==> src/include/imudsr_pkg.sv <==
// Package: register map, field layouts and reset values of the sample/status bank
package imudsr_pkg;

  // ----------------------------------------
  // Register offsets
  // ----------------------------------------
  localparam logic [7:0] OFF_ACCEL_X_LOW = 8'h00;
  localparam logic [7:0] OFF_RATE_X_LOW = 8'h06;
  localparam logic [7:0] OFF_TEMPERATURE_LOW = 8'h0c;
  localparam logic [7:0] OFF_TEMPERATURE_HIGH = 8'h0d;
  localparam logic [7:0] OFF_PART_IDENTIFIER = 8'h0f;
  localparam logic [7:0] OFF_MOTION_EVENT_FLAGS = 8'h10;
  localparam logic [7:0] OFF_DATA_FIFO_EVENT_FLAGS = 8'h11;
  localparam logic [7:0] OFF_HIGH_LOW_ACCEL_FLAGS = 8'h12;
  localparam logic [7:0] OFF_ACTIVITY_TAP_DETAIL = 8'h14;
  localparam logic [7:0] OFF_ORIENTATION_RESULT = 8'h15;
  localparam logic [7:0] OFF_QUEUE_COUNT_LOW = 8'h16;
  localparam logic [7:0] OFF_QUEUE_COUNT_HIGH_FLAGS = 8'h17;

  // ----------------------------------------
  // Field positions
  // ----------------------------------------
  localparam int POS_HIGH_SIGN = 7;
  localparam int POS_LOW_G = 0;
  localparam int POS_VERTICAL = 2;
  localparam int POS_WATERMARK = 5;
  localparam int POS_FULL = 4;
  localparam int POS_EMPTY = 3;

  // ----------------------------------------
  // Reset values and identity
  // ----------------------------------------
  localparam logic [7:0] RST_BYTE = 8'h00;
  localparam logic [15:0] RST_SAMPLE = 16'h0000;
  localparam logic [11:0] RST_TEMP = 12'h000;
  localparam logic [10:0] RST_COUNT = 11'h000;
  localparam logic [1:0] RST_PLANAR = 2'h0;
  localparam logic [7:0] UNMAPPED_VALUE = 8'h00;
  // Arbitrary neutral identifier value
  localparam logic [7:0] PART_ID_VALUE = 8'h5a;

  // Planar orientation codes
  typedef enum logic [1:0] {
    IMUDSR_LAND_LEFT = 2'b00,
    IMUDSR_LAND_RIGHT = 2'b01,
    IMUDSR_PORT_DOWN = 2'b10,
    IMUDSR_PORT_UP = 2'b11
  } imudsr_planar_t;

  // Sign plus per-axis trigger record
  typedef struct packed {
    logic neg;
    logic x;
    logic y;
    logic z;
  } imudsr_axis_t;

  // Sample group from the sensing path
  typedef struct packed {
    logic [15:0] ax;
    logic [15:0] ay;
    logic [15:0] az;
    logic [15:0] gx;
    logic [15:0] gy;
    logic [15:0] gz;
    logic [11:0] temp;
  } imudsr_sample_t;

  // FIFO state from the queue
  typedef struct packed {
    logic [10:0] count;
    logic watermark;
    logic full;
    logic empty;
  } imudsr_fifo_t;

endpackage

==> src/rtl/imudsr_bank.sv <==
// Read-only sample, status and FIFO-state register bank of the inertial sensor
`timescale 1ns/1ps
`default_nettype none
// Summary of operation
// - Accel X/Y/Z low/high pairs from 0x00
// - Gyro X/Y/Z pairs at 0x06 to 0x0B
// - 12-bit temperature, high nibble in 0x0D
// - Fixed part identifier byte at 0x0F
// - Eight motion event flags in 0x10
// - Data ready and watermark flags in 0x11
// - High-g sign and axis in 0x12[7:4]
// - Low-g flag in 0x12 bit 0
// - Activity sign/axes in 0x14[7:4]
// - Tap sign/axes in 0x14[3:0]
// - Vertical orientation in 0x15 bit 2
// - Planar orientation code in 0x15[1:0]
// - 11-bit FIFO count over 0x16/0x17
// - Watermark, full, empty flags in 0x17
// - Address auto-increments during multi-byte transfers
module imudsr_bank (
  // Clock and reset
  input wire logic clk_sys,
  input wire logic rst,
  // Serial interface byte port
  input wire logic xfer_active,
  input wire logic addr_load,
  input wire logic [7:0] addr_in,
  input wire logic byte_done,
  input wire logic wr_en,
  input wire logic [7:0] wr_data,
  output logic [7:0] rd_data,
  output logic [7:0] cur_addr,
  // Sensing path updates
  input wire logic sample_valid,
  input wire imudsr_pkg::imudsr_sample_t sample_in,
  // Event sources, one-cycle pulses from the detectors
  input wire logic [7:0] motion_set,
  input wire logic [7:0] motion_clr,
  input wire logic [3:0] data_set,
  input wire logic [3:0] data_clr,
  input wire logic high_g_set,
  input wire imudsr_pkg::imudsr_axis_t high_g_axis,
  input wire logic low_g_set,
  input wire logic status2_clr,
  input wire logic act_set,
  input wire imudsr_pkg::imudsr_axis_t act_axis,
  input wire logic tap_set,
  input wire imudsr_pkg::imudsr_axis_t tap_axis,
  input wire logic orient_valid,
  input wire logic orient_down,
  input wire imudsr_pkg::imudsr_planar_t orient_planar,
  // FIFO state
  input wire imudsr_pkg::imudsr_fifo_t fifo_in
);

  // ----------------------------------------
  // Storage
  // ----------------------------------------
  // Sample group, loaded whole
  imudsr_pkg::imudsr_sample_t sample;
  // Event status
  logic [7:0] motion_flags;
  logic [3:0] data_flags;
  imudsr_pkg::imudsr_axis_t high_g;
  logic low_g;
  imudsr_pkg::imudsr_axis_t act_detail;
  imudsr_pkg::imudsr_axis_t tap_detail;
  logic vertical;
  imudsr_pkg::imudsr_planar_t planar;
  // Queue state mirror
  imudsr_pkg::imudsr_fifo_t fifo_state;
  // Read path
  logic [7:0] next_rd_data;
  // Assembled status bytes, reserved bits zero
  logic [7:0] temp_high_byte;
  logic [7:0] data_byte;
  logic [7:0] high_low_byte;
  logic [7:0] detail_byte;
  logic [7:0] orient_byte;
  logic [7:0] queue_high_byte;

  // Sticky update: a set in the same cycle as a clear wins
  function automatic logic [7:0] sticky8(input logic [7:0] cur, input logic [7:0] set, input logic [7:0] clr);
    sticky8 = (cur & ~clr) | set;
  endfunction

  // Same set-wins rule for the four data flags
  function automatic logic [3:0] sticky4(input logic [3:0] cur, input logic [3:0] set, input logic [3:0] clr);
    sticky4 = (cur & ~clr) | set;
  endfunction

  // Low byte of a sample, read at the even address
  function automatic logic [7:0] low_of(input logic [15:0] v);
    low_of = v[7:0];
  endfunction

  // High byte of a sample, read at the odd address
  function automatic logic [7:0] high_of(input logic [15:0] v);
    high_of = v[15:8];
  endfunction

  // ----------------------------------------
  // Samples
  // ----------------------------------------
  // Whole group loads at once so a burst reads a coherent low/high pair
  // Limitation: a load between the two bytes of one pair still tears it
  // Samples have no defined reset value; zero keeps early reads known
  always_ff @(posedge clk_sys) begin
    if (rst) begin
      sample <= '{
        ax: imudsr_pkg::RST_SAMPLE,
        ay: imudsr_pkg::RST_SAMPLE,
        az: imudsr_pkg::RST_SAMPLE,
        gx: imudsr_pkg::RST_SAMPLE,
        gy: imudsr_pkg::RST_SAMPLE,
        gz: imudsr_pkg::RST_SAMPLE,
        temp: imudsr_pkg::RST_TEMP
      };
    end else if (sample_valid) begin
      sample <= sample_in;
    end
  end

  // ----------------------------------------
  // Event status
  // ----------------------------------------
  // Motion event flags
  // Clears come from outside; clear-on-read lives with the host side
  always_ff @(posedge clk_sys) begin
    if (rst) begin
      motion_flags <= imudsr_pkg::RST_BYTE;
    end else begin
      motion_flags <= sticky8(motion_flags, motion_set, motion_clr);
    end
  end

  // Data ready and watermark flags
  // A ready pulse in the clearing cycle is kept, never lost
  always_ff @(posedge clk_sys) begin
    if (rst) begin
      data_flags <= imudsr_pkg::RST_BYTE[3:0];
    end else begin
      data_flags <= sticky4(data_flags, data_set, data_clr);
    end
  end

  // ----------------------------------------
  // High and low acceleration
  // ----------------------------------------
  // High-g and low-g record; a new event overwrites the axis detail
  // Set is tested first, so an event in the clearing cycle survives
  // Sign stays with the axes that caused it, never mixed with older ones
  always_ff @(posedge clk_sys) begin
    if (rst) begin
      high_g <= '0;
    end else if (high_g_set) begin
      high_g <= high_g_axis;
    end else if (status2_clr) begin
      high_g <= '0;
    end
  end

  // Low-g flag
  // Shares the clear with the high-g record, set again winning
  always_ff @(posedge clk_sys) begin
    if (rst) begin
      low_g <= 1'b0;
    end else if (low_g_set) begin
      low_g <= 1'b1;
    end else if (status2_clr) begin
      low_g <= 1'b0;
    end
  end

  // ----------------------------------------
  // Activity and tap detail
  // ----------------------------------------
  // Activity/inactivity detail
  // No clear input: the last event's detail stays until the next one
  always_ff @(posedge clk_sys) begin
    if (rst) begin
      act_detail <= '0;
    end else if (act_set) begin
      act_detail <= act_axis;
    end
  end

  // Tap detail
  // Shares the byte with the activity detail, lower nibble
  always_ff @(posedge clk_sys) begin
    if (rst) begin
      tap_detail <= '0;
    end else if (tap_set) begin
      tap_detail <= tap_axis;
    end
  end

  // ----------------------------------------
  // Orientation
  // ----------------------------------------
  // Orientation result
  // Both fields load together so a read never mixes two results
  always_ff @(posedge clk_sys) begin
    if (rst) begin
      vertical <= 1'b0;
      planar <= imudsr_pkg::IMUDSR_LAND_LEFT;
    end else if (orient_valid) begin
      vertical <= orient_down;
      planar <= orient_planar;
    end
  end

  // ----------------------------------------
  // Queue state
  // ----------------------------------------
  // FIFO state mirror, registered so a read sees a settled value
  // Costs one cycle of staleness on the count and flags
  always_ff @(posedge clk_sys) begin
    if (rst) begin
      fifo_state <= '{count: imudsr_pkg::RST_COUNT, default: 1'b0};
    end else begin
      fifo_state <= fifo_in;
    end
  end

  // ----------------------------------------
  // Address pointer
  // ----------------------------------------
  // Loads on the start address, steps after each byte within one transfer
  // A load wins over a step, so a reload mid-burst restarts cleanly
  // The pointer wraps from the top address back to zero
  always_ff @(posedge clk_sys) begin
    if (rst) begin
      cur_addr <= imudsr_pkg::OFF_ACCEL_X_LOW;
    end else if (addr_load) begin
      cur_addr <= addr_in;
    end else if (xfer_active && byte_done) begin
      cur_addr <= cur_addr + 8'h01;
    end
  end

  // ----------------------------------------
  // Byte assembly
  // ----------------------------------------
  // Mixed-field bytes built on a zero base so reserved bits stay low
  always_comb begin
    // Temperature upper nibble
    temp_high_byte = imudsr_pkg::RST_BYTE;
    temp_high_byte[3:0] = sample.temp[11:8];
    // Data ready and watermark flags
    data_byte = imudsr_pkg::RST_BYTE;
    data_byte[3:0] = data_flags;
    // High-g record and low-g flag
    high_low_byte = imudsr_pkg::RST_BYTE;
    high_low_byte[imudsr_pkg::POS_HIGH_SIGN -: 4] = high_g;
    high_low_byte[imudsr_pkg::POS_LOW_G] = low_g;
    // Activity detail above tap detail
    detail_byte = {act_detail, tap_detail};
    // Orientation result
    orient_byte = imudsr_pkg::RST_BYTE;
    orient_byte[imudsr_pkg::POS_VERTICAL] = vertical;
    orient_byte[1:0] = planar;
    // Queue flags over the count's upper bits
    queue_high_byte = imudsr_pkg::RST_BYTE;
    queue_high_byte[imudsr_pkg::POS_WATERMARK] = fifo_state.watermark;
    queue_high_byte[imudsr_pkg::POS_FULL] = fifo_state.full;
    queue_high_byte[imudsr_pkg::POS_EMPTY] = fifo_state.empty;
    queue_high_byte[2:0] = fifo_state.count[10:8];
  end

  // ----------------------------------------
  // Read decode
  // ----------------------------------------
  // No write path exists: wr_en and wr_data reach no storage
  // Gaps in the map read as zero, like the reserved bits
  always_comb begin
    next_rd_data = imudsr_pkg::UNMAPPED_VALUE;
    // Accelerometer pairs, low byte first
    if (cur_addr == imudsr_pkg::OFF_ACCEL_X_LOW) begin
      next_rd_data = low_of(sample.ax);
    end else if (cur_addr == imudsr_pkg::OFF_ACCEL_X_LOW + 8'h01) begin
      next_rd_data = high_of(sample.ax);
    end else if (cur_addr == imudsr_pkg::OFF_ACCEL_X_LOW + 8'h02) begin
      next_rd_data = low_of(sample.ay);
    end else if (cur_addr == imudsr_pkg::OFF_ACCEL_X_LOW + 8'h03) begin
      next_rd_data = high_of(sample.ay);
    end else if (cur_addr == imudsr_pkg::OFF_ACCEL_X_LOW + 8'h04) begin
      next_rd_data = low_of(sample.az);
    end else if (cur_addr == imudsr_pkg::OFF_ACCEL_X_LOW + 8'h05) begin
      next_rd_data = high_of(sample.az);
    // Gyroscope pairs directly after
    end else if (cur_addr == imudsr_pkg::OFF_RATE_X_LOW) begin
      next_rd_data = low_of(sample.gx);
    end else if (cur_addr == imudsr_pkg::OFF_RATE_X_LOW + 8'h01) begin
      next_rd_data = high_of(sample.gx);
    end else if (cur_addr == imudsr_pkg::OFF_RATE_X_LOW + 8'h02) begin
      next_rd_data = low_of(sample.gy);
    end else if (cur_addr == imudsr_pkg::OFF_RATE_X_LOW + 8'h03) begin
      next_rd_data = high_of(sample.gy);
    end else if (cur_addr == imudsr_pkg::OFF_RATE_X_LOW + 8'h04) begin
      next_rd_data = low_of(sample.gz);
    end else if (cur_addr == imudsr_pkg::OFF_RATE_X_LOW + 8'h05) begin
      next_rd_data = high_of(sample.gz);
    // Temperature, twelve bits over two bytes
    end else if (cur_addr == imudsr_pkg::OFF_TEMPERATURE_LOW) begin
      next_rd_data = sample.temp[7:0];
    end else if (cur_addr == imudsr_pkg::OFF_TEMPERATURE_HIGH) begin
      next_rd_data = temp_high_byte;
    // Fixed identifier
    end else if (cur_addr == imudsr_pkg::OFF_PART_IDENTIFIER) begin
      next_rd_data = imudsr_pkg::PART_ID_VALUE;
    // Event status bytes
    end else if (cur_addr == imudsr_pkg::OFF_MOTION_EVENT_FLAGS) begin
      next_rd_data = motion_flags;
    end else if (cur_addr == imudsr_pkg::OFF_DATA_FIFO_EVENT_FLAGS) begin
      next_rd_data = data_byte;
    end else if (cur_addr == imudsr_pkg::OFF_HIGH_LOW_ACCEL_FLAGS) begin
      next_rd_data = high_low_byte;
    end else if (cur_addr == imudsr_pkg::OFF_ACTIVITY_TAP_DETAIL) begin
      next_rd_data = detail_byte;
    end else if (cur_addr == imudsr_pkg::OFF_ORIENTATION_RESULT) begin
      next_rd_data = orient_byte;
    // Queue count and flags
    end else if (cur_addr == imudsr_pkg::OFF_QUEUE_COUNT_LOW) begin
      next_rd_data = fifo_state.count[7:0];
    end else if (cur_addr == imudsr_pkg::OFF_QUEUE_COUNT_HIGH_FLAGS) begin
      next_rd_data = queue_high_byte;
    end
  end

  // Read byte register, one cycle behind the pointer
  // Registered so rd_data never glitches while the pointer steps
  always_ff @(posedge clk_sys) begin
    if (rst) begin
      rd_data <= imudsr_pkg::RST_BYTE;
    end else begin
      rd_data <= next_rd_data;
    end
  end

endmodule // imudsr_bank
`default_nettype wire

==> config.mk <==
export PLATFORM = sky130hd
export DESIGN_NAME = imudsr_bank
export DESIGN_NICKNAME = d
export VERILOG_FILES = /design/src/include/imudsr_pkg.sv /design/src/rtl/imudsr_bank.sv
export SDC_FILE = /design/constraint.sdc
export NUM_CORES = 1
export LEC_CHECK = 0
export BUFFER_PORTS_ARGS = -buffer_cell sky130_fd_sc_hd__clkbuf_2
export CAP_MARGIN = 20
export CORE_ASPECT_RATIO = 0.5
export CORE_UTILIZATION = 45
export CTS_BUF_LIST = sky130_fd_sc_hd__clkbuf_8
export DETAILED_ROUTE_END_ITERATION = 7
export PLACE_DENSITY = 0.7
export SLEW_MARGIN = 20
export SYNTH_ARGS = -nofsm -noshare
export SYNTH_HDL_FRONTEND = slang
export SYNTH_SLANG_ARGS = --single-unit
==> constraint.sdc <==
create_clock -name clk_sys -period 3.4 [get_ports clk_sys]
set_input_delay 0.68 -clock clk_sys [delete_from_list [all_inputs] [get_ports clk_sys]]
set_output_delay 0.68 -clock clk_sys [all_outputs]
set_load 0.01 [all_outputs]
======== Yosys cells after proc, flatten, opt, wreduce, memory -nomap -nowiden ========
Cells that the tools add are included.
storage, ports and cells
  logic and storage cells ................. 91
  flip-flop bits (word level) ............. 166
operators by class
  equality and inequality tests ........... 21
  reduce and logical (&&, ||, !) cells .... 5
  mux-type cells .......................... 28
  bitwise logic cells ..................... 6
  add/subtract/negate cells ............... 1
operators by type and width
  operator               count
  $mux W8                23
  $eq A8 B4 Y1 const B   7
  $eq A8 B5 Y1 const B   7
  $eq A8 B3 Y1 const B   4
  $eq A8 B2 Y1 const B   2
  $add A8 B1 Y8 const B  1
  $and A8 B8 Y8          1
  $eq A8 B1 Y1 const B   1
  $logic_not A8 Y1       1
  $mux W4                2
  $not A8 Y8             1
  $or A8 B8 Y8           1
  $mux W6                1
  $reduce_bool A2 Y1     3
  $and A4 B4 Y4          1
  $not A4 Y4             1
  $or A4 B4 Y4           1
  $mux W1                2
  $logic_and A1 B1 Y1    1

======== Longest topological paths before layout ========
  word-level depth ........................ 23
  mapped depth ............................ 11
  mapped depth without buffers ............ 8

======== Worst setup path after synthesis ========
Ideal clock, no wire load.
  kind .................................... register -> register
  start ................................... reg cur_addr[0]
  end ..................................... reg rd_data[3]
  library setup time ...................... 136 ps
  data arrival time ....................... 2179 ps
  path slack .............................. 1086 ps
  period minus slack after synthesis ...... 2314 ps
  buffers on the path ..................... 1
  stages on the path, launching flop included .. 10
  data required time ...................... 3264 ps
  cells stage by stage .................... dfxtp_1 -> inv_1 -> ha_1 -> and3b_1 -> and2_1 -> clkbuf_1 -> a221o_1 -> a311oi_1 -> nor2b_1 -> o32ai_2
on the way
  word-level cells in the longest chain between the ends .. 23
  elaborated cells between the ends (all ways) .. 44
RTL lines
  what                    RTL line            source
  start, declared         imudsr_bank.sv:32   output logic [7:0] cur_addr,
  start signal, assigned  imudsr_bank.sv:234  cur_addr <= imudsr_pkg::OFF_ACCEL_X_LOW;
  start signal, assigned  imudsr_bank.sv:236  cur_addr <= addr_in;
  start signal, assigned  imudsr_bank.sv:238  cur_addr <= cur_addr + 8'h01;
  $eq A8 B5 Y1            imudsr_bank.sv:326  end else if (cur_addr == imudsr_pkg::OFF_QUEUE_COUNT_HIGH_FLAGS) begin
  $mux W6                 imudsr_bank.sv:326
  $mux W8                 imudsr_bank.sv:324  end else if (cur_addr == imudsr_pkg::OFF_QUEUE_COUNT_LOW) begin
  $mux W8                 imudsr_bank.sv:321  end else if (cur_addr == imudsr_pkg::OFF_ORIENTATION_RESULT) begin
  $mux W8                 imudsr_bank.sv:319  end else if (cur_addr == imudsr_pkg::OFF_ACTIVITY_TAP_DETAIL) begin
  $mux W8                 imudsr_bank.sv:317  end else if (cur_addr == imudsr_pkg::OFF_HIGH_LOW_ACCEL_FLAGS) begin
  $mux W8                 imudsr_bank.sv:315  end else if (cur_addr == imudsr_pkg::OFF_DATA_FIFO_EVENT_FLAGS) begin
  $mux W8                 imudsr_bank.sv:313  end else if (cur_addr == imudsr_pkg::OFF_MOTION_EVENT_FLAGS) begin
  (+7 left out)           -
  $mux W8                 imudsr_bank.sv:294  end else if (cur_addr == imudsr_pkg::OFF_RATE_X_LOW + 8'h01) begin
  $mux W8                 imudsr_bank.sv:292  end else if (cur_addr == imudsr_pkg::OFF_RATE_X_LOW) begin
  $mux W8                 imudsr_bank.sv:289  end else if (cur_addr == imudsr_pkg::OFF_ACCEL_X_LOW + 8'h05) begin
  $mux W8                 imudsr_bank.sv:287  end else if (cur_addr == imudsr_pkg::OFF_ACCEL_X_LOW + 8'h04) begin
  $mux W8                 imudsr_bank.sv:285  end else if (cur_addr == imudsr_pkg::OFF_ACCEL_X_LOW + 8'h03) begin
  $mux W8                 imudsr_bank.sv:283  end else if (cur_addr == imudsr_pkg::OFF_ACCEL_X_LOW + 8'h02) begin
  $mux W8                 imudsr_bank.sv:281  end else if (cur_addr == imudsr_pkg::OFF_ACCEL_X_LOW + 8'h01) begin
  $mux W8 (*)             imudsr_bank.sv:279  if (cur_addr == imudsr_pkg::OFF_ACCEL_X_LOW) begin
  end signal, assigned    imudsr_bank.sv:335  rd_data <= imudsr_pkg::RST_BYTE;
  end signal, assigned    imudsr_bank.sv:337  rd_data <= next_rd_data;
  end, declared           imudsr_bank.sv:31   output logic [7:0] rd_data,
Mark *: on every way between the ends. The rest lies on a longest branch, timed or not.
A chain may end at the register's enable or synchronous reset.

======== Final worst setup path ========
  start ................................... reg cur_addr[0]
  end ..................................... reg rd_data[5]
Same word-level chain as after synthesis.

==> qor.yml <==
status: "finished, final reports clean"
root_buffer: "clkbuf_8"
post_cts_resized: 0
via_per_inst: 5.61
wire_per_inst_um: 19.0
synth_top_family_by_area: "simple AND/OR/NAND/NOR gates"
crit_type: "reg2reg"
synth_warnings: 0
skew_ns: 0.0110
antenna_left: 0
synth_xor_area_share_pct: 0.778
crit_buf_inv: 2
final_cell_mix: "194 x clkbuf_2, 172 x nor2_1, 166 x dfxtp_1"
clk_pin_slew_worst_paths_ns: 0.09
rsz0062_at_grt: "no"
cts_htree_levels: 4
instances_no_fill: 1330
drv_slew: 0
cts_tree: "built"
design_area_um2: 9530
fin_setup_tns_ns: 0
drc: 0
start_util_pct: 47.0
fin_crit_ns: 2.91
grt_max_degree: 117
tightest_slew_ns: 0.956
synth_edf_count: 0
placed_cell_area_um2: 9070
setup_violations: 0
final_core_util_pct: 56.9
critical_path_required_ns: 3.80
cp_max_fo: 14
arrival_ns: 3.30
cp_cell_sequence: "ha_1 -> buf_4 -> clkinv_1 -> nor3_2 -> nor4_1 -> o211ai_1 -> a2111oi_0 -> nor2_1"
syn_area_um2: 7880
fin_ws_ns: 0.495
globalplace.congestion: 0.965
synth_compound_area_share_pct: 14.8
synthDistinctLibCells: 71
holdWs_ns: 0.419
antenna_found_initial: 1
clock_sinks: 166
drive_gt1_share_pct: 24.3
fin_nets: 1286
die_y_um: 95.6
ctsHoldBuffers: 0
yosysSeqAreaShare_pct: 42.2
antennaDiodeCount: 0
crit_path_top_delay_cell: "nor3_2"
dieWidth_um: 189
max_freq_mhz: 344
powerDensity_nw_per_um2: 478
rows: 33
worstSetupEndpointType: "flop"
grt_pass1_vias: 6806
synth-simple-area-share_pct: 21.2
hold_viol: 0
insertion_delay_ns: 0.46
maxCapViolations: 0
fp.coreArea_um2: 16800
syn_area_per_cell_um2: 8.54
synth_mux_area_share_pct: 15.5
r2r_slack_ns: 0.49
via_count: 7465
ys_ff_latch: 166
area_delta_synth_final_pct: 21.0
numCtsBuffers: 17
leakagePower_nw: 4.35
hold_path_class: "in2reg"
grt_usage_pct: 27.8
synthAdderAreaFrac_pct: 0.635
timing.final.crit_share_pct: 85.5
cts.path.max_buffers: 2
crit_family: "simple AND/OR/NAND/NOR gates"
total_power_mw: 4.56
post-place-ws_ns: 0.568
cts_setup_buffers: 0
synthArstFlopShare_pct: 0
grt-ovfl-total: 0
drtIter0Drc: 602
synth_ff_type: "dfxtp_1"
critical_path.max_stage_delay_ns: 0.58
startpoint_type: "flop"
dpl.cell_count: 1300
synth_nets: 1117
place_hpwl_um: 18900
dr.pass1.iters: 5
peakVddDrop_v: 0.000235
wl_um: 25200
port_buffers: 196
ios: 206
dieArea_um2: 18100
synthCells: 923
slew_headroom_pct: 36.1
grt_pass1_wl_um: 37800
n_fill_cell: 1583
layout_commonest_cell: "clkbuf_2"
-- layout make-up --
cell class,count,area (µm²),share of cell area [%]
clock buffers,18,248,2.60
clock inverters,12,210,2.21
inverters,22,82.6,0.866
multi-input cells,662,4170,43.7
flip-flops and latches,166,3320,34.9
well taps,227,284,2.98
repair buffers,223,1220,12.8
-- state kept, by name, summed over array words and instances (netlist names) --
signal / count
cur_addr: 8
sample: 108
fifo_state: 14
low_g: 1
act_detail: 4
high_g: 4
rd_data: 8
detail_byte: 4
vertical: 1
planar: 2
data_flags: 4
motion_flags: 8
-- routing by layer --
layer	GRT usage, %	routed length, µm	up-vias
li1	-	-	3574
met1	39.2	12100	3585
met2	42.3	10800	283
met3	8.21	2070	21
met4	4.84	181	2
met5	0	12	-
-- final timing paths --
| check | startpoint | cells after the start | to |
|---|---|---|---|
| setup / recovery | cur_addr[0] | 8 | rd_data[5] |
| hold / removal | motion_set[4] | 3 | motion_flags[4] |
| setup reg to reg | cur_addr[0] | 8 | rd_data[5] |
| hold reg to reg | sample[73] | 2 | sample[73] |
-- Yosys cell counts (6+ instances only) --
library cell,n,area [µm²]
nor2_1,172,646
dfxtp_1,166,3320
mux2i_1,122,1220
nand2_1,59,221
a21oi_1,55,275
clkbuf_1,43,161
o21ai_0,42,210
nor2b_1,22,138
buf_1,20,75.1
inv_1,20,75.1
nand3_1,17,85.1
a211oi_1,11,82.6
a31oi_1,11,68.8
nor3_1,11,55.1
and3_1,7,43.8
nand4_1,7,43.8
and2_1,6,37.5
buf_2,6,30.0
nand3b_1,6,45.0
nor3b_1,6,45.0
-- worst register-to-register path: stages, from the launching register on --
cell	delay, ns
dfxtp_1	0.48
ha_1	0.43
buf_4	0.29
clkinv_1	0.34
nor3_2	0.58
nor4_1	0.17
o211ai_1	0.26
a2111oi_0	0.18
nor2_1	0.11
-- cell families after synthesis --
logic type                 count (synthesis)
muxes                                    122
and+or+nand+nor                          349
AOI/OAI and AO/OA                        180
buffers and inverters                     95
adders and majority gates                  4
xor gates and xnor gates                   7
DFF                                      166
-- power by group --
group	internal [mW]	leakage [nW]	total, mW	switching, mW
clock network	0.950	0.237	1.68	0.731
logic	0.305	2.74	0.721	0.416
registers	2.06	1.37	2.16	0.0940
total	3.32	4.35	4.56	1.24
No activity file was read; power rests on OpenSTA's default activity.
